## src/pda_consts.svh

```systemverilog
/*
  Constants for the program space data access bridge: register offsets,
  reset values, field positions and window timing.
  Assumes it is included by the bridge module only; the package does not include it.
*/
`ifndef PDA_CONSTS_SVH
`define PDA_CONSTS_SVH

`define PDA_OFS_TBL_PAGE   8'h00
`define PDA_OFS_RD_PAGE    8'h04
`define PDA_OFS_WR_PAGE    8'h08
`define PDA_OFS_IRQ_STS    8'h0C
`define PDA_OFS_IRQ_MASK   8'h10
`define PDA_OFS_STATE      8'h14

`define PDA_RST_TBL_PAGE   8'h00
`define PDA_RST_RD_PAGE    10'h000
`define PDA_RST_WR_PAGE    10'h000
`define PDA_RST_IRQ        2'h0

`define PDA_IRQ_TRAP       0
`define PDA_IRQ_CFG_WR     1

`define PDA_TBL_CFG_BIT    7
`define PDA_RD_WIN_BIT     9
`define PDA_RD_HI_BIT      8
`define PDA_EA_WIN_BIT     15

`define PDA_EXTRA_MOV      2'h1
`define PDA_EXTRA_OTHER    2'h2
`define PDA_EXTRA_RPT_EDGE 2'h2
`define PDA_EXTRA_RPT_MID  2'h0

`define PDA_RESP_OKAY      2'h0
`define PDA_RESP_SLVERR    2'h2

`endif

```

## src/pda_pkg.sv

```systemverilog
/*
  Types of the program space data access bridge: request kinds, states,
  and the structs carried between the core, the bridge and program memory.
  Assumes pda_consts.svh is on the include path.
*/
`default_nettype none

package pda_pkg;

  typedef enum logic [2:0] {
    PDA_TABLE_READ_LOW,
    PDA_TABLE_READ_HIGH,
    PDA_TABLE_WRITE_LOW,
    PDA_TABLE_WRITE_HIGH,
    PDA_DATA_READ,
    PDA_DATA_WRITE
  } pda_kind_t;

  typedef enum logic [1:0] {
    PDA_IDLE,
    PDA_MEM,
    PDA_EXTRA
  } pda_state_t;

  typedef struct packed {
    pda_kind_t   kind;
    logic        byte_mode;
    logic [15:0] ea;
    logic [15:0] wdata;
    logic        is_mov;
    logic        in_repeat;
    logic        repeat_edge;
  } pda_req_t;

  typedef struct packed {
    logic [15:0] data;
    logic        trap;
    logic        passthru;
    logic        refused;
  } pda_resp_t;

  typedef struct packed {
    logic [23:0] addr;
    logic        we;
    logic [2:0]  wstrb;
    logic [23:0] wdata;
    logic        cfg;
  } pda_pm_req_t;

  typedef struct packed {
    pda_state_t  st;
    logic [1:0]  cnt;
    logic        hi;
    logic        bm;
    logic        bs;
    logic        rd;
    logic        pm_valid;
    pda_pm_req_t pm;
    logic        resp_valid;
    pda_resp_t   resp;
    logic [7:0]  tbl_page;
    logic [9:0]  rd_page;
    logic [9:0]  wr_page;
    logic [1:0]  irq_sts;
    logic [1:0]  irq_mask;
    logic        aw_got;
    logic        w_got;
    logic [31:0] awaddr;
    logic [31:0] wdata;
    logic [3:0]  wstrb;
    logic        bvalid;
    logic [1:0]  bresp;
    logic        rvalid;
    logic [31:0] rdata;
    logic [1:0]  rresp;
  } pda_regs_t;

endpackage : pda_pkg

`default_nettype wire

```

## src/pda_bridge.sv

```systemverilog
/*
  Program space data access bridge: table reads and writes through a page
  register, a read-only window of program memory in the upper data half,
  address error trap, AXI4-Lite register slave and a masked interrupt.
  Assumes the core holds a request until it is taken, and that program
  memory answers each request with a one-cycle ack carrying read data.
*/
`default_nettype none
`include "pda_consts.svh"

// Summary of operation
// RULE1: Word table read low returns bits 15:0
// RULE2: Byte table read low picks byte by select
// RULE3: Word table read high: bits 23:16, zero upper
// RULE4: Byte table read high; phantom byte reads zero
// RULE5: Low and high spaces share one address
// RULE6: Program address steps two per word
// RULE7: Table page bit 7 selects configuration space
// RULE8: No table writes into configuration space
// RULE9: Window needs address bit 15 and page bit 9
// RULE10: Window address joins page low byte, 15 bits
// RULE11: Read page bit 8 picks upper word
// RULE12: Upper data half windows a 16K-word page
// RULE13: Pages 200h-2FFh lower, 300h-3FFh upper words
// RULE14: Upper address with zero page traps
// RULE15: Program window is read only
// RULE16: Window read extra cycles outside repeat loop
// RULE17: Repeat loop edges cost two, others none
// RULE18: Otherwise plain data access, no redirection
module pda_bridge #(
  parameter int AXI_ADDR_W = 32
) (
  input  wire logic                 aclk,
  input  wire logic                 aresetn,
  input  wire logic                 s_axi_awvalid,
  output logic                      s_axi_awready,
  input  wire logic [AXI_ADDR_W-1:0] s_axi_awaddr,
  input  wire logic                 s_axi_wvalid,
  output logic                      s_axi_wready,
  input  wire logic [31:0]          s_axi_wdata,
  input  wire logic [3:0]           s_axi_wstrb,
  output logic                      s_axi_bvalid,
  input  wire logic                 s_axi_bready,
  output logic [1:0]                s_axi_bresp,
  input  wire logic                 s_axi_arvalid,
  output logic                      s_axi_arready,
  input  wire logic [AXI_ADDR_W-1:0] s_axi_araddr,
  output logic                      s_axi_rvalid,
  input  wire logic                 s_axi_rready,
  output logic [31:0]               s_axi_rdata,
  output logic [1:0]                s_axi_rresp,
  input  wire logic                 core_req_valid,
  output logic                      core_req_ready,
  input  wire pda_pkg::pda_req_t    core_req,
  output logic                      core_resp_valid,
  output pda_pkg::pda_resp_t        core_resp,
  output logic                      pm_req_valid,
  input  wire logic                 pm_ack,
  output pda_pkg::pda_pm_req_t      pm_req,
  input  wire logic [23:0]          pm_rdata,
  output logic                      irq
);

  localparam pda_pkg::pda_regs_t RESET_STATE = '{
    st:       pda_pkg::PDA_IDLE,
    tbl_page: `PDA_RST_TBL_PAGE,
    rd_page:  `PDA_RST_RD_PAGE,
    wr_page:  `PDA_RST_WR_PAGE,
    irq_sts:  `PDA_RST_IRQ,
    irq_mask: `PDA_RST_IRQ,
    default:  '0
  };

  // Offsets decode eight address bits and the held address is 32 bits wide
  if (AXI_ADDR_W < 8 || AXI_ADDR_W > 32)
  begin : g_addr_w_check
    $error("AXI_ADDR_W must lie between 8 and 32");
  end

  pda_pkg::pda_regs_t r_reg;
  pda_pkg::pda_regs_t r_next;

  // Byte lane merge for register writes
  function automatic logic [31:0] pda_merge(
    input logic [31:0] old_val,
    input logic [31:0] new_val,
    input logic [3:0]  strb
  );
    logic [31:0] res;
    res = old_val;
    for (int i = 0; i < 4; i++)
    begin
      if (strb[i])
      begin
        res[i*8 +: 8] = new_val[i*8 +: 8];
      end
    end
    return res;
  endfunction : pda_merge

  // Shapes a 24-bit program word into the 16-bit data answer
  function automatic logic [15:0] pda_format(
    input logic [23:0] pword,
    input logic        hi,
    input logic        bm,
    input logic        bs
  );
    logic [15:0] half;
    half = hi ? {8'h00, pword[23:16]} : pword[15:0]; // see RULE3 see RULE11
    if (!bm)
    begin
      return half; // see RULE1
    end
    return {8'h00, (bs ? half[15:8] : half[7:0])}; // see RULE2 see RULE4
  endfunction : pda_format

  // Hands back the answer and closes the request
  function automatic pda_pkg::pda_regs_t pda_finish(
    input pda_pkg::pda_regs_t s
  );
    pda_pkg::pda_regs_t o;
    o = s;
    o.st = pda_pkg::PDA_IDLE;
    o.resp_valid = 1'b1;
    return o;
  endfunction : pda_finish

  always_comb
  begin
    pda_pkg::pda_regs_t n;
    logic [1:0]         clr;
    logic [1:0]         ev;
    logic [7:0]         ofs;
    logic [22:0]        win_addr;
    logic [1:0]         extra;
    logic [31:0]        merged;
    n = r_reg;
    clr = 2'h0;
    ev = 2'h0;
    ofs = 8'h00;
    win_addr = 23'h0;
    extra = 2'h0;
    merged = 32'h0;
    n.resp_valid = 1'b0;

    // Register write channel: address and data in either order
    if (r_reg.bvalid && s_axi_bready)
    begin
      n.bvalid = 1'b0;
    end
    if (s_axi_awvalid && s_axi_awready)
    begin
      n.aw_got = 1'b1;
      n.awaddr = 32'(s_axi_awaddr);
    end
    if (s_axi_wvalid && s_axi_wready)
    begin
      n.w_got = 1'b1;
      n.wdata = s_axi_wdata;
      n.wstrb = s_axi_wstrb;
    end
    if (n.aw_got && n.w_got)
    begin
      n.aw_got = 1'b0;
      n.w_got = 1'b0;
      n.bvalid = 1'b1;
      n.bresp = `PDA_RESP_OKAY;
      ofs = n.awaddr[7:0];
      if (n.awaddr[31:8] != 24'h0)
      begin
        n.bresp = `PDA_RESP_SLVERR;
      end
      else
      begin
        case (ofs)
          `PDA_OFS_TBL_PAGE:
          begin
            merged = pda_merge({24'h0, r_reg.tbl_page}, n.wdata, n.wstrb);
            n.tbl_page = merged[7:0];
          end
          `PDA_OFS_RD_PAGE:
          begin
            merged = pda_merge({22'h0, r_reg.rd_page}, n.wdata, n.wstrb);
            n.rd_page = merged[9:0];
          end
          `PDA_OFS_WR_PAGE:
          begin
            merged = pda_merge({22'h0, r_reg.wr_page}, n.wdata, n.wstrb);
            n.wr_page = merged[9:0];
          end
          `PDA_OFS_IRQ_STS:
          begin
            clr = n.wstrb[0] ? n.wdata[1:0] : 2'h0;
          end
          `PDA_OFS_IRQ_MASK:
          begin
            merged = pda_merge({30'h0, r_reg.irq_mask}, n.wdata, n.wstrb);
            n.irq_mask = merged[1:0];
          end
          `PDA_OFS_STATE:
          begin
            n.bresp = `PDA_RESP_OKAY;
          end
          default:
          begin
            n.bresp = `PDA_RESP_SLVERR;
          end
        endcase
      end
    end

    // Register read channel
    if (r_reg.rvalid && s_axi_rready)
    begin
      n.rvalid = 1'b0;
    end
    if (s_axi_arvalid && s_axi_arready)
    begin
      n.rvalid = 1'b1;
      n.rresp = `PDA_RESP_OKAY;
      n.rdata = 32'h0;
      if (32'(s_axi_araddr) > 32'h0000_00FF)
      begin
        n.rresp = `PDA_RESP_SLVERR;
      end
      else
      begin
        case (s_axi_araddr[7:0])
          `PDA_OFS_TBL_PAGE: n.rdata = {24'h0, r_reg.tbl_page};
          `PDA_OFS_RD_PAGE:  n.rdata = {22'h0, r_reg.rd_page};
          `PDA_OFS_WR_PAGE:  n.rdata = {22'h0, r_reg.wr_page};
          `PDA_OFS_IRQ_STS:  n.rdata = {30'h0, r_reg.irq_sts};
          `PDA_OFS_IRQ_MASK: n.rdata = {30'h0, r_reg.irq_mask};
          `PDA_OFS_STATE:    n.rdata = {28'h0, r_reg.cnt, r_reg.st};
          default:           n.rresp = `PDA_RESP_SLVERR;
        endcase
      end
    end

    // Core side access engine
    case (r_reg.st)
      pda_pkg::PDA_IDLE:
      begin
        if (core_req_valid)
        begin
          n.resp = '0;
          n.bm = core_req.byte_mode;
          n.bs = core_req.ea[0];
          n.cnt = 2'h0;
          n.pm = '0;
          n.pm.cfg = r_reg.tbl_page[`PDA_TBL_CFG_BIT]; // see RULE7
          // Both halves sit at one word address, bit 0 only picks a byte
          n.pm.addr = {r_reg.tbl_page, core_req.ea[15:1], 1'b0}; // see RULE5 see RULE6
          case (core_req.kind)
            pda_pkg::PDA_TABLE_READ_LOW, pda_pkg::PDA_TABLE_READ_HIGH:
            begin
              n.hi = (core_req.kind == pda_pkg::PDA_TABLE_READ_HIGH);
              n.rd = 1'b1;
              n.pm_valid = 1'b1;
              n.st = pda_pkg::PDA_MEM;
            end
            pda_pkg::PDA_TABLE_WRITE_LOW, pda_pkg::PDA_TABLE_WRITE_HIGH:
            begin
              n.rd = 1'b0;
              if (r_reg.tbl_page[`PDA_TBL_CFG_BIT])
              begin
                // Identity words must never change, so the write is dropped
                n.resp.refused = 1'b1; // see RULE8
                ev[`PDA_IRQ_CFG_WR] = 1'b1;
                n = pda_finish(n);
              end
              else
              begin
                n.pm.we = 1'b1;
                n.pm_valid = 1'b1;
                n.st = pda_pkg::PDA_MEM;
                if (core_req.kind == pda_pkg::PDA_TABLE_WRITE_LOW)
                begin
                  n.pm.wdata = {8'h00, core_req.wdata};
                  n.pm.wstrb = !core_req.byte_mode ? 3'h3 : (core_req.ea[0] ? 3'h2 : 3'h1);
                  if (core_req.byte_mode)
                  begin
                    n.pm.wdata = {8'h00, core_req.wdata[7:0], core_req.wdata[7:0]};
                  end
                end
                else
                begin
                  // Phantom byte has no storage: no lane is enabled
                  n.pm.wdata = {core_req.wdata[7:0], 16'h0000};
                  n.pm.wstrb = (core_req.byte_mode && core_req.ea[0]) ? 3'h0 : 3'h4;
                end
              end
            end
            pda_pkg::PDA_DATA_READ:
            begin
              n.rd = 1'b1;
              if (!core_req.ea[`PDA_EA_WIN_BIT])
              begin
                n.resp.passthru = 1'b1; // see RULE18
                n = pda_finish(n);
              end
              else if (r_reg.rd_page == 10'h000)
              begin
                n.resp.trap = 1'b1; // see RULE14
                ev[`PDA_IRQ_TRAP] = 1'b1;
                n = pda_finish(n);
              end
              else if (!r_reg.rd_page[`PDA_RD_WIN_BIT])
              begin
                n.resp.passthru = 1'b1; // see RULE18
                n = pda_finish(n);
              end
              else
              begin
                // Any page 200h-3FFh: 16K words of one half of program memory
                win_addr = {r_reg.rd_page[7:0], core_req.ea[14:0]}; // see RULE9 see RULE10
                n.pm.addr = {1'b0, win_addr[22:1], 1'b0}; // see RULE12 see RULE13
                n.pm.cfg = 1'b0;
                n.hi = r_reg.rd_page[`PDA_RD_HI_BIT]; // see RULE11
                n.pm_valid = 1'b1;
                n.st = pda_pkg::PDA_MEM;
                if (!core_req.in_repeat)
                begin
                  extra = core_req.is_mov ? `PDA_EXTRA_MOV : `PDA_EXTRA_OTHER; // see RULE16
                end
                else
                begin
                  extra = core_req.repeat_edge ? `PDA_EXTRA_RPT_EDGE : `PDA_EXTRA_RPT_MID; // see RULE17
                end
                n.cnt = extra;
              end
            end
            pda_pkg::PDA_DATA_WRITE:
            begin
              n.rd = 1'b0;
              if (core_req.ea[`PDA_EA_WIN_BIT] && r_reg.wr_page == 10'h000)
              begin
                n.resp.trap = 1'b1; // see RULE14
                ev[`PDA_IRQ_TRAP] = 1'b1;
              end
              else
              begin
                // Writes never reach program memory through the window
                n.resp.passthru = 1'b1; // see RULE15
              end
              n = pda_finish(n);
            end
            default:
            begin
              n.resp.refused = 1'b1;
              n = pda_finish(n);
            end
          endcase
        end
      end
      pda_pkg::PDA_MEM:
      begin
        if (pm_ack)
        begin
          n.pm_valid = 1'b0;
          if (r_reg.rd)
          begin
            n.resp.data = pda_format(pm_rdata, r_reg.hi, r_reg.bm, r_reg.bs);
          end
          if (r_reg.cnt != 2'h0)
          begin
            n.st = pda_pkg::PDA_EXTRA;
          end
          else
          begin
            n = pda_finish(n);
          end
        end
      end
      pda_pkg::PDA_EXTRA:
      begin
        n.cnt = r_reg.cnt - 2'h1; // see RULE16 see RULE17
        if (r_reg.cnt == 2'h1)
        begin
          n = pda_finish(n);
        end
      end
      default:
      begin
        n.st = pda_pkg::PDA_IDLE;
      end
    endcase

    // A new event beats a clear written in the same cycle
    n.irq_sts = (r_reg.irq_sts & ~clr) | ev;
    r_next = n;
  end

  always_ff @(posedge aclk)
  begin
    if (!aresetn)
    begin
      r_reg <= RESET_STATE;
    end
    else
    begin
      r_reg <= r_next;
    end
  end

  assign s_axi_awready   = !r_reg.aw_got && !r_reg.bvalid;
  assign s_axi_wready    = !r_reg.w_got && !r_reg.bvalid;
  assign s_axi_bvalid    = r_reg.bvalid;
  assign s_axi_bresp     = r_reg.bresp;
  assign s_axi_arready   = !r_reg.rvalid;
  assign s_axi_rvalid    = r_reg.rvalid;
  assign s_axi_rdata     = r_reg.rdata;
  assign s_axi_rresp     = r_reg.rresp;
  assign core_req_ready  = (r_reg.st == pda_pkg::PDA_IDLE);
  assign core_resp_valid = r_reg.resp_valid;
  assign core_resp       = r_reg.resp;
  assign pm_req_valid    = r_reg.pm_valid;
  assign pm_req          = r_reg.pm;
  assign irq             = |(r_reg.irq_sts & r_reg.irq_mask);

endmodule : pda_bridge

`default_nettype wire

```

## config.mk

```make
export PLATFORM = sky130hd
export DESIGN_NAME = pda_bridge
export DESIGN_NICKNAME = d
export VERILOG_FILES = /design/src/pda_pkg.sv /design/src/pda_bridge.sv
export VERILOG_INCLUDE_DIRS = /design/src /design/src/src
export SDC_FILE = /design/constraint.sdc
export NUM_CORES = 1
export LEC_CHECK = 0
export BUFFER_PORTS_ARGS = -buffer_cell sky130_fd_sc_hd__buf_4
export CAP_MARGIN = 20
export CORE_MARGIN = 10
export CORE_UTILIZATION = 30
export CTS_BUF_LIST = sky130_fd_sc_hd__clkbuf_8
export DETAILED_ROUTE_END_ITERATION = 10
export HOLD_SLACK_MARGIN = 0.03
export PLACE_DENSITY = 0.56
export SETUP_SLACK_MARGIN = 0.15
export SLEW_MARGIN = 20
export SYNTH_ARGS = -nofsm -noshare
export SYNTH_HDL_FRONTEND = slang
export SYNTH_SLANG_ARGS = --single-unit
```

## constraint.sdc

```tcl
create_clock -name aclk -period 2.2 [get_ports aclk]
set_input_delay 0.22 -clock aclk [delete_from_list [all_inputs] [get_ports aclk]]
set_output_delay 0.22 -clock aclk [all_outputs]
set_load 0.01 [all_outputs]
```

Word-level counts from Yosys, hierarchy flattened --
Index checks and enable logic that the tools add are counted.
Operators by class: add/subtract/negate cells 1, multiply operators 0, div/mod/pow operators 0, order comparisons 1, eq/ne operators 30, shift-type cells 0, mux-type cells 81, bitwise gates (word level) 6, reduce and logical (&&, ||, !) cells 38
Operators with widths (number):
- 213-bit case mux with 4 select lines | 1
- 222-bit 2-to-1 mux | 3
- 220-bit case mux with 3 select lines | 1
- 221-bit 2-to-1 mux | 2
- 160-bit 2-to-1 mux | 2
- 161-bit 2-to-1 mux | 1
- 28-bit 2-to-1 mux | 3
- 16-bit 2-to-1 mux | 5
- 32-bit 2-to-1 mux | 2
- 10-bit case mux with 6 select lines | 1
- 2-bit 2-to-1 mux | 23
- 8-bit 2-to-1 mux | 5
- 36-bit 2-to-1 mux | 1
- 35-bit 2-to-1 mux | 1
- 8-bit by 4-bit == test with 1-bit output, second input constant | 4
- 8-bit by 5-bit == test with 1-bit output, second input constant | 4
- 32-bit by 8-bit > comparator with 1-bit output, second input constant | 1
- 27-bit 2-to-1 mux | 1
- 25-bit 2-to-1 mux | 1
- 24-bit nonzero test | 1
- 10-bit zero test | 2
- 10-bit 2-to-1 mux | 2
- 1-bit 2-to-1 mux | 17
- 8-bit by 3-bit == test with 1-bit output, second input constant | 2
- 33 further kinds | 71
Storage, ports and cells: bits in registers 222, latch bits 0, RAM bits 0, bits in read-only memories 0, input bits 172, output and inout port bits 117, memories kept 0

Depth between registers and ports, before layout --
Gate-level depths: netlist of run 1.
depth after elaboration 15, gate-level depth with buffers 10, depth with buffers taken out 7

Worst setup path after synthesis of run 1 --
Ideal clock, no wire load.
path type register -> register, from register r_reg[220] (netlist bit), to register r_reg, in the netlist pm_req[10], setup time 0.070 ns, arrival 1.955 ns, data required time 2.130 ns, setup slack 0.175 ns, cell stages (with the launch flop) 11, buffers on the path 3, clock period less this slack 2.025 ns, cells stage by stage dfxtp_1 -> inv_1 -> ha_1 -> nor4bb_1 -> buf_2 -> and3b_1 -> and2_1 -> buf_2 -> buf_4 -> nand2_1 -> a21oi_1
On the way: word-level cells in the longest chain between the ends 3, elaborated cells between the ends (all ways) 7, those cells by class 2 x eq/ne; 1 x mux; 2 x bitwise; 2 x reduce/logical
Ends and longest elaborated chain:
- from (decl) | RTL line pda_bridge.sv:80 | pda_pkg::pda_regs_t r_reg;
- from (signal assigned) | RTL line pda_bridge.sv:402 | r_reg <= r_next;
- 2-bit == test / 2-bit by 1-bit == test with 1-bit output (equally long branches) | RTL line pda_bridge.sv:241 | case (r_reg.st)
- 1-bit NOT (no line)
- 4-bit AND reduction (no line)
Parallel ways exist; a longest one is shown, timed or not. A chain may end at the register's enable or synchronous reset.

Final worst setup path of run 1 --
from register r_reg[107] (netlist bit), to register r_reg[119] (netlist bit)
On the way: word-level cells in the longest chain between the ends 14, elaborated cells between the ends (all ways) 21, those cells by class 1 x eq/ne; 15 x mux; 5 x reduce/logical
Ends and longest elaborated chain:
- 1-bit zero test | RTL line pda_bridge.sv:406 | assign s_axi_awready = !r_reg.aw_got && !r_reg.bvalid;
- 1-bit logical AND | RTL line pda_bridge.sv:406
- 1-bit logical AND | RTL line pda_bridge.sv:151 | if (s_axi_awvalid && s_axi_awready)
- 32-bit 2-to-1 mux | RTL line pda_bridge.sv:151
- 8-bit by 4-bit == test with 1-bit output | RTL line pda_bridge.sv:175 | case (ofs)
- 10-bit 2-to-1 mux | RTL line pda_bridge.sv:175
- 28-bit 2-to-1 mux | RTL line pda_bridge.sv:169 | if (n.awaddr[31:8] != 24'h0)
- 28-bit 2-to-1 mux * | RTL line pda_bridge.sv:162 | if (n.aw_got && n.w_got)
- 160-bit 2-to-1 mux | RTL line pda_bridge.sv:308 | else if (!r_reg.rd_page[`PDA_RD_WIN_BIT])
- 221-bit 2-to-1 mux | RTL line pda_bridge.sv:302 | else if (r_reg.rd_page == 10'h000)
- 221-bit 2-to-1 mux | RTL line pda_bridge.sv:297 | if (!core_req.ea[`PDA_EA_WIN_BIT])
- 213-bit case mux with 4 select lines | RTL line pda_bridge.sv:254 | case (core_req.kind)
- 222-bit 2-to-1 mux | RTL line pda_bridge.sv:244 | if (core_req_valid)
- 220-bit case mux with 3 select lines * | RTL line pda_bridge.sv:241
Every way passes the cells marked *; elsewhere a longest branch is shown, timed or not. The select of a mux whose other input is x is not followed.

==> results.py, run 1 <==
metrics = {
    "outcome": {
        "run_status": "finished clean",
    },
    "power_and_ir_drop": {
        "intPower_mw": 5.15,
        "switchingPower_mw": 1.91,
        "pwr-share-comb": 0.161,
        "p_leak_nw": 4.87,
        "cellPowerDensity_nw_per_um2": 629,
        "p_clk_frac": 0.375,
        "max-vdd-ir-drop_v": 0.000338,
        "seq_power_share": 0.465,
        "p_sw_frac": 0.271,
    },
    "synth": {
        "synth_edf_count": 0,
        "ys_ff_latch": 172,
        "syn-mean-instance-area_sq_um": 8.58,
        "yosysTopAreaCell": "dfxtp_1",
        "yosys-top-cells-count": "172 x dfxtp_1, 141 x nand2_1, 109 x buf_4",
        "ys_warn_count": 0,
        "synth_compound_area_frac": 0.157,
        "synth_fa_ha_area_frac": 0.0149,
        "syn_area_sq_um": 8420,
        "yosysMostFrequentCell": "dfxtp_1",
        "yosys-top-cells-area": "dfxtp_1 41%, buf_4 9.7%, mux2i_1 6.4%",
        "yosys.area_share.simple": 0.190,
        "synthArstFlopShare": 0,
        "synth_top_family_by_area": "simple AND/OR/NAND/NOR gates",
        "post_synth_num_cell_types": 65,
        "synth_mux_area_frac": 0.0957,
        "syn_inst": 981,
        "synth_ff_type": "dfxtp_1",
        "yosysTopAreaCellShare": 0.409,
        "ys_seq_area_frac": 0.409,
        "yosys.area_share.xor_xnor": 0,
    },
    "timing": {
        "grt_setup_unrepaired": "true",
        "period_needed_ns": 1.96,
        "tightestPinTransition_ns": 0.687,
        "finalSetupViolCount": 0,
        "period_share": 0.889,
        "finalHoldViolCount": 0,
        "skew_ns": 0.0152,
        "whs_ns": 0.0785,
        "totalNegativeSetupSlack_ns": 0,
        "slew_violations": 0,
        "clock.fmax_ghz": 0.511,
        "slew_headroom": 0.541,
    },
    "critical_path": {
        "path_class": "reg2reg",
        "crit_buf_inv": 0,
        "slowest_stage": "or3b_4",
        "arrival_ns": 2.28,
        "end_kind": "flop",
        "critPathTopFamily": "multiplexers",
        "critical-path-max-stage-delay_ns": 0.47,
        "critPathMaxFanout": 8,
        "worstPathRequired_ns": 2.52,
        "timing.rr.start": "r_reg[107]$_SDFF_PP0_",
        "cp-start-kind": "flop",
        "setup.worst_path.start": "r_reg[107]$_SDFF_PP0_",
        "crit_chain": "or3b_4, mux2_4, a211oi_4, o211ai_4, mux2i_1",
    },
    "finish": {
        "fin_nets": 1382,
        "largest_register_ffs": 86,
        "fill_cells": 2824,
        "fin_cells": 1591,
        "final_area_sq_um": 11200,
        "final_core_util": 0.405,
        "syn2layout_area_growth_pct": 33.5,
        "multiInputGateArea_sq_um": 4020,
        "regArea_sq_um": 3450,
        "drive_above_1_share": 0.284,
    },
    "global_routing": {
        "overflow": 0,
        "grt_max_degree": 57,
        "grt_pass1_vias": 7397,
        "antenna_found_initial": 1,
        "grt_first_pass_wirelength_mm": 41.3,
        "grt_usage": 0.144,
    },
    "drt": {
        "wl_mm": 26.5,
        "ant_nets": 0,
        "drcViolationCount": 0,
        "dr.pass1.iters": 5,
        "drt_iter0_markers": 358,
        "num_vias": 7466,
        "viasPerCell": 4.69,
        "wl_per_cell_um": 16.7,
    },
    "place": {
        "dpl.cell_count": 1490,
        "placed_area_sq_um": 10000,
        "io_buffers": 239,
        "place_congestion": 0.829,
        "place_hpwl_mm": 19.5,
    },
    "clocking": {
        "clkSinkCount": 172,
        "clockBufferDepth": 2,
        "cts_tree": "done",
        "cts_buffers": 17,
        "clockRootBuffer": "clkbuf_8",
        "clk_latency_ns": 0.45,
        "path_clk_slew_ns": 0.10,
        "h-tree-depth": 4,
    },
    "hold_path": {
        "worstHoldStart": "aresetn",
        "hp-class": "in2reg",
    },
    "floorplan": {
        "pin_count": 289,
        "rows": 61,
        "fp.dieArea_sq_um": 35200,
        "core_sq_um": 27700,
        "die_x_um": 187,
        "start_util": 0.304,
        "die_h_um": 187,
    },
    "job": {
        "maxCapViolCount": 0,
    },
}
-- area by class of cell --
class | instances | area share
diodes | 1 | 0.000223
clock buffers | 17 | 0.0208
clock inverters | 14 | 0.0204
repair buffers | 335 | 0.243
inverters | 26 | 0.00891
well taps | 378 | 0.0421
multi-input cells | 648 | 0.358
flip-flops and latches | 172 | 0.307
-- worst paths after layout --
| kind | endpoint | slack [ns] | depth (start not counted) |
|---|---|---|---|
| max reg2reg | r_reg[119]$_SDFFE_PN0P_ | 0.24 | 5 |
| max | r_reg[119]$_SDFFE_PN0P_ | 0.24 | 5 |
| min reg2reg | core_resp[18]$_SDFFE_PN0P_ | 0.46 | 2 |
| min | r_reg[109]$_SDFFE_PN0P_ | 0.08 | 3 |
-- worst min-delay path: stages --
cell,delay [ns]
buf_4,0.14
nand2_1,0.06
mux2i_1,0.06
-- cell usage in the layout (no fill, tap or decap), drive strengths merged, types with 24 or more instances in the layout --
master         n
buf          269
dfxtp        172
nand2        141
nor2          91
dlygate4sd3   66
a22oi         62
a21oi         62
mux2i         55
inv           32
conb          25
nand3         24
-- per-layer routing --
layer  track usage  share of wire  up-vias
met5             0              0        -
met3        0.0328          0.053       16
met2         0.239           0.48      207
met1         0.184           0.46     3496
li1              -              -     3747
met4        0.0400          0.012        0
-- logic make-up (layout without fill, tap and decap cells) --
logic type      count (synthesis)  count (layout)
flops                         172             172
buf+inv                       186             392
compound gates                191             191
mux                            75              75
other cells                     1              26
fa+ha+maj                      10              10
simple gates                  346             347
-- power by group through the flow --
stage                     registers [mW]  logic (mW)  clock network, mW
after detailed placement            3.35        1.02                  0
after CTS                           3.28        1.13               2.75
final                               3.28        1.13               2.65
after global placement              3.35        1.02                  0
after floorplan                     3.34       0.623                  0
after global routing                3.30        1.25               2.87
-- through the flow --
step           setup WS (ns)  power [mW]
6_report               0.243        7.06
5_1_grt               0.0947        7.42
4_1_cts                0.156        7.16
3_5_place_dp           0.127        4.38
3_3_place_gp           0.127        4.37
2_1_floorplan          0.175        3.96
-- what timing repair did --
action,in CTS,in global routing
buffers inserted,0,2
cloned,0,1
pin swaps,0,2
resized for setup,1,10
hold buffers,66,0
endpoints found under the hold margin,74,0
endpoints found under the setup margin,6,62
Note: power is estimated with default switching activity, not from simulation.
==> run 2: changes to the inputs <==
==> constraint.sdc (replaced) <==
create_clock -name aclk -period 2.1 [get_ports aclk]
set_input_delay 0.21 -clock aclk [delete_from_list [all_inputs] [get_ports aclk]]
set_output_delay 0.21 -clock aclk [all_outputs]
set_load 0.01 [all_outputs]
==> results.py, run 2 (synthesis results as in run 1) <==
metrics = {
    "outcome": {
        "run_status": "finished clean",
    },
    "timing": {
        "slew_headroom": 0.554,
        "clock.fmax_ghz": 0.526,
        "period_needed_ns": 1.90,
        "tightestPinTransition_ns": 0.667,
        "grt_setup_unrepaired": "true",
        "finalHoldViolCount": 0,
        "slew_violations": 0,
        "period_share": 0.905,
        "skew_ns": 0.0144,
        "finalSetupViolCount": 0,
    },
    "power_and_ir_drop": {
        "seq_power_share": 0.494,
        "switchingPower_mw": 2.02,
        "p_clk_frac": 0.329,
        "cellPowerDensity_nw_per_um2": 608,
        "p_sw_frac": 0.290,
        "max-vdd-ir-drop_v": 0.000370,
        "intPower_mw": 4.94,
        "finalPower_mw": 6.96,
        "p_leak_nw": 4.95,
        "pwr-share-comb": 0.177,
    },
    "finish": {
        "final_area_sq_um": 11400,
        "mostFrequentLayoutCells": "272 x buf_4, 168 x dfxtp_1, 140 x nand2_1, 88 x nor2_1, 67 x dlygate4sd3_1",
        "fill_cells": 2806,
        "fin_cells": 1605,
        "n_antenna_cell": 0,
        "multiInputGateArea_sq_um": 4130,
        "drive_above_1_share": 0.307,
        "syn2layout_area_growth_pct": 36.0,
        "final_common_cell": "buf_4",
        "largest_register_ffs": 86,
        "regArea_sq_um": 3450,
        "fin_nets": 1396,
    },
    "critical_path": {
        "cp.depth": 6,
        "timing.rr.start": "r_reg[107]$_SDFF_PP0_",
        "crit_buf_inv": 1,
        "critical-path-max-stage-delay_ns": 0.42,
        "critPathTopFamily": "multiplexers",
        "cp-endpoint": "r_reg[112]$_SDFFE_PN0P_",
        "timing.rr.end": "r_reg[112]$_SDFFE_PN0P_",
        "setup.worst_path.start": "r_reg[107]$_SDFF_PP0_",
        "end_kind": "flop",
        "r2r_slack_ns": 0.20,
        "crit_chain": "or3b_4, mux2_4, a211oi_4, o211ai_4, buf_12, mux2i_1",
        "rr_worst_depth": 6,
        "arrival_ns": 2.25,
        "critPathMaxFanout": 8,
        "cp-start-kind": "flop",
        "worstPathRequired_ns": 2.44,
        "path_class": "reg2reg",
        "slowest_stage": "or3b_4",
    },
    "floorplan": {
        "die_x_um": 187,
        "rows": 61,
        "pin_count": 289,
        "core_sq_um": 27700,
        "die_h_um": 187,
        "start_util": 0.304,
        "fp.dieArea_sq_um": 35200,
    },
    "global_routing": {
        "grt_usage": 0.144,
        "grt_pass1_vias": 7456,
        "antenna_found_initial": 0,
        "overflow": 0,
        "grt_first_pass_wirelength_mm": 41.3,
        "grt_max_degree": 47,
    },
    "clocking": {
        "clk_latency_ns": 0.47,
        "path_clk_slew_ns": 0.09,
        "clockBufferDepth": 2,
        "h-tree-depth": 4,
        "clkSinkCount": 172,
        "clockRootBuffer": "clkbuf_8",
        "cts_buffers": 17,
        "cts_tree": "done",
    },
    "place": {
        "placed_area_sq_um": 10100,
        "dpl.cell_count": 1498,
        "place_congestion": 0.809,
        "io_buffers": 239,
        "place_hpwl_mm": 19.5,
    },
    "drt": {
        "num_vias": 7544,
        "wl_per_cell_um": 16.6,
        "dr.pass1.iters": 5,
        "wl_mm": 26.6,
        "drt_iter0_markers": 317,
        "viasPerCell": 4.70,
        "ant_nets": 0,
        "drcViolationCount": 0,
    },
    "hold_path": {
        "hp-class": "in2reg",
    },
    "job": {
        "maxCapViolCount": 0,
    },
}
run 2: cell types whose count changed in the layout (fill, tap and decap cells not counted), moves of 3 or more:
cell	change
buf_4	+7
a22oi_1	-3
nor4_1	-4
buf_6	+3
ha_1	-3
a22oi_2	+3
nor4_2	+3
bufinv_16	-4
run 2: worst register-to-register path, stage by stage (launching register included):
cell      delay [ns]
dfxtp_4         0.38
or3b_4          0.42
mux2_4          0.35
a211oi_4        0.24
o211ai_4        0.13
buf_12          0.16
mux2i_1         0.11
run 2: worst min path at each step:
stage	from	endpoint	slack [ns]	cells after the start
after CTS	core_req[34]	pm_req[44]$_SDFFE_PN0P_	0.03	3
after floorplan	s_axi_awaddr[26]	r_reg[100]$_SDFF_PN0_	0.35	2
after global placement	core_resp[11]$_SDFFE_PN0P_	core_resp[11]$_SDFFE_PN0P_	0.44	2
after global routing	core_req[34]	pm_req[44]$_SDFFE_PN0P_	0.06	3
final	core_req[34]	pm_req[44]$_SDFFE_PN0P_	0.07	3
after detailed placement	core_resp[16]$_SDFFE_PN0P_	core_resp[16]$_SDFFE_PN0P_	0.44	2
run 2: power by group through the flow:
stage / Clock (mW) / Sequential, mW / Combinational (mW)
final: 2.29 / 3.44 / 1.23
after floorplan: 0 / 3.50 / 0.654
after global placement: 0 / 3.51 / 1.08
after CTS: 2.39 / 3.44 / 1.21
after global routing: 2.51 / 3.46 / 1.35
after detailed placement: 0 / 3.51 / 1.09
run 2: repair_timing:
action	CTS	global route
hold buffers	67	0
cloned	0	2
hold endpoints to repair	75	0
buffers inserted	0	6
pin swaps	1	7
endpoints found under the setup margin	66	70
resized for setup	10	32
run 2: metrics by stage:
| stage | util | setup WS [ns] | setup TNS [ns] | hold WS [ns] |
|---|---|---|---|---|
| detailed placement | 0.365 | -0.0890 | -0.619 | 0.445 |
| global placement | 0.365 | -0.00875 | -0.0284 | 0.441 |
| CTS | 0.404 | 0.156 | 0 | 0.0336 |
| floorplan | - | 0.152 | 0 | 0.346 |
| finish | 0.413 | 0.199 | 0 | 0.0736 |
| global route | 0.413 | 0.0923 | 0 | 0.0622 |
run 2: final cells by class:
class / count / share of cell area
Timing Repair Buffer: 350 / 0.255
Tap cell: 378 / 0.0413
Sequential cell: 172 / 0.302
Clock buffer: 17 / 0.0204
Clock inverter: 15 / 0.0122
Multi-Input combinational cell: 647 / 0.360
Inverter: 26 / 0.00896
run 2: routing by layer:
layer	GRT usage	routed length, um	vias to the layer above
met3	0.0352	1440	22
met1	0.183	11900	3557
met5	0	0	-
li1	-	-	3767
met2	0.237	12800	198
met4	0.0403	404	0
==> run 3: changes to the inputs <==
--- a/config.mk
+++ b/config.mk
@@ -8,6 +8,7 @@
 export LEC_CHECK = 0
 export BUFFER_PORTS_ARGS = -buffer_cell sky130_fd_sc_hd__buf_4
 export CAP_MARGIN = 20
+export CORE_ASPECT_RATIO = 1.25
 export CORE_MARGIN = 10
 export CORE_UTILIZATION = 30
 export CTS_BUF_LIST = sky130_fd_sc_hd__clkbuf_8
==> results.py, run 3 (synthesis results as in run 1) <==
metrics = {
    "drt": {
        "num_vias": 7514,
        "wl_per_cell_um": 16.9,
        "ant_nets": 0,
        "dr.pass1.iters": 5,
        "viasPerCell": 4.77,
        "drcViolationCount": 0,
        "drt_iter0_markers": 466,
        "wl_mm": 26.5,
    },
    "floorplan": {
        "die_h_um": 207,
        "rows": 68,
        "fp.dieArea_sq_um": 35200,
        "core_sq_um": 27700,
        "pin_count": 289,
        "start_util": 0.304,
        "die_x_um": 170,
    },
    "timing": {
        "totalNegativeSetupSlack_ns": 0,
        "slew_violations": 0,
        "period_share": 0.900,
        "whs_ns": 0.0978,
        "period_needed_ns": 1.89,
        "finalHoldViolCount": 0,
        "tightestPinTransition_ns": 0.696,
        "slew_headroom": 0.535,
        "grt_setup_unrepaired": "true",
        "skew_ns": 0.0186,
        "finalSetupViolCount": 0,
        "clock.fmax_ghz": 0.529,
    },
    "global_routing": {
        "grt_usage": 0.148,
        "grt_pass1_vias": 7671,
        "grt_first_pass_wirelength_mm": 42.1,
        "grt_max_degree": 57,
        "antenna_found_initial": 0,
        "overflow": 0,
    },
    "critical_path": {
        "timing.rr.end": "r_reg[115]$_SDFFE_PN0P_",
        "cp-endpoint": "r_reg[115]$_SDFFE_PN0P_",
        "arrival_ns": 2.25,
        "r2r_slack_ns": 0.21,
        "critPathMaxFanout": 8,
        "setup.worst_path.start": "r_reg[107]$_SDFF_PP0_",
        "cp-start-kind": "flop",
        "timing.rr.start": "r_reg[107]$_SDFF_PP0_",
        "worstPathRequired_ns": 2.46,
        "rr_worst_depth": 6,
        "path_class": "reg2reg",
        "end_kind": "flop",
    },
    "finish": {
        "syn2layout_area_growth_pct": 34.9,
        "fin_nets": 1393,
        "n_antenna_cell": 0,
        "largest_register_ffs": 86,
        "mostFrequentLayoutCells": "269 x buf_4, 168 x dfxtp_1, 140 x nand2_1, 89 x nor2_1, 68 x dlygate4sd3_1",
        "final_common_cell": "buf_4",
        "final_area_sq_um": 11400,
        "drive_above_1_share": 0.302,
    },
    "place": {
        "placed_area_sq_um": 10100,
        "place_hpwl_mm": 19.8,
        "io_buffers": 239,
        "place_congestion": 0.801,
    },
    "clocking": {
        "cts_buffers": 17,
        "clkSinkCount": 172,
        "clockBufferDepth": 2,
        "clockRootBuffer": "clkbuf_8",
        "clk_latency_ns": 0.48,
        "h-tree-depth": 4,
        "path_clk_slew_ns": 0.11,
        "cts_tree": "done",
    },
    "power_and_ir_drop": {
        "p_leak_nw": 4.93,
        "max-vdd-ir-drop_v": 0.000347,
        "cellPowerDensity_nw_per_um2": 620,
        "finalPower_mw": 7.04,
    },
    "hold_path": {
        "hp-class": "in2reg",
    },
    "outcome": {
        "run_status": "finished clean",
    },
    "job": {
        "maxCapViolCount": 0,
    },
}
==> run 3: cell count changes in the layout (fill, tap and decap cells not counted), sizes merged <==
cell | previous run | this run
buf | 281 | 278
bufinv | 1 | 0
clkbuf | 19 | 18
clkinvlp | 3 | 0
dlygate4sd3 | 67 | 68
inv | 34 | 38
==> run 3: cell type report <==
type                            count  area (sq um)
Clock inverter                     15           161
Tap cell                          350           438
Inverter                           26           100
Multi-Input combinational cell    647          4100
Clock buffer                       17           234
Sequential cell                   172          3450
Fill cell                        2780         16300
Timing Repair Buffer              347          2870
==> run 3: how the worst min path moves through the flow <==
stage	cells after the start	end	slack, ns	start
after floorplan	2	r_reg[100]$_SDFF_PN0_	0.35	s_axi_awaddr[26]
after global placement	2	pm_req[15]$_SDFFE_PN0P_	0.44	pm_req[15]$_SDFFE_PN0P_
after detailed placement	2	pm_req[9]$_SDFFE_PN0P_	0.45	pm_req[9]$_SDFFE_PN0P_
after CTS	4	r_reg[50]$_SDFF_PN0_	0.05	s_axi_wdata[8]
after global routing	4	r_reg[50]$_SDFF_PN0_	0.09	s_axi_wdata[8]
final	4	r_reg[50]$_SDFF_PN0_	0.1	s_axi_wdata[8]
==> run 3: timing repair <==
item                       4_1_cts  5_1_grt
hold endpoints to repair        77        0
pin swaps                        1        5
resized for setup                5       30
hold buffers                    68        0
cloned                           0        1
buffers inserted                 1        4
setup endpoints to repair       69       86
==> run 3: metrics by stage <==
step / std cells / utilization / setup WS [ns]
floorplan: 1005 / - / 0.152
global placement: 1468 / 0.364 / 0.0736
detailed placement: 1468 / 0.364 / 0.0721
CTS: 1569 / 0.404 / 0.158
global route: 1574 / 0.411 / 0.134
finish: 1574 / 0.411 / 0.210
==> run 3: worst max-delay path, stage by stage, from the launching register on <==
cell	delay [ns]
dfxtp_2	0.35
or3b_4	0.46
mux2_4	0.35
a211oi_4	0.22
o211ai_4	0.12
buf_12	0.16
mux2i_1	0.11
==> run 3: per-layer routing <==
| layer | share of wire | GRT usage | routed length, um |
|---|---|---|---|
| met5 | 0 | 0 | 0 |
| met4 | 0.015 | 0.0453 | 390 |
| met3 | 0.056 | 0.0346 | 1490 |
| met2 | 0.51 | 0.255 | 13500 |
| met1 | 0.42 | 0.177 | 11200 |
==> run 3: power by group <==
group | total, mW | switching, mW | internal, mW
Sequential | 3.43 | 0.0629 | 3.37
Combinational | 1.24 | 0.628 | 0.613
Clock | 2.37 | 1.46 | 0.909
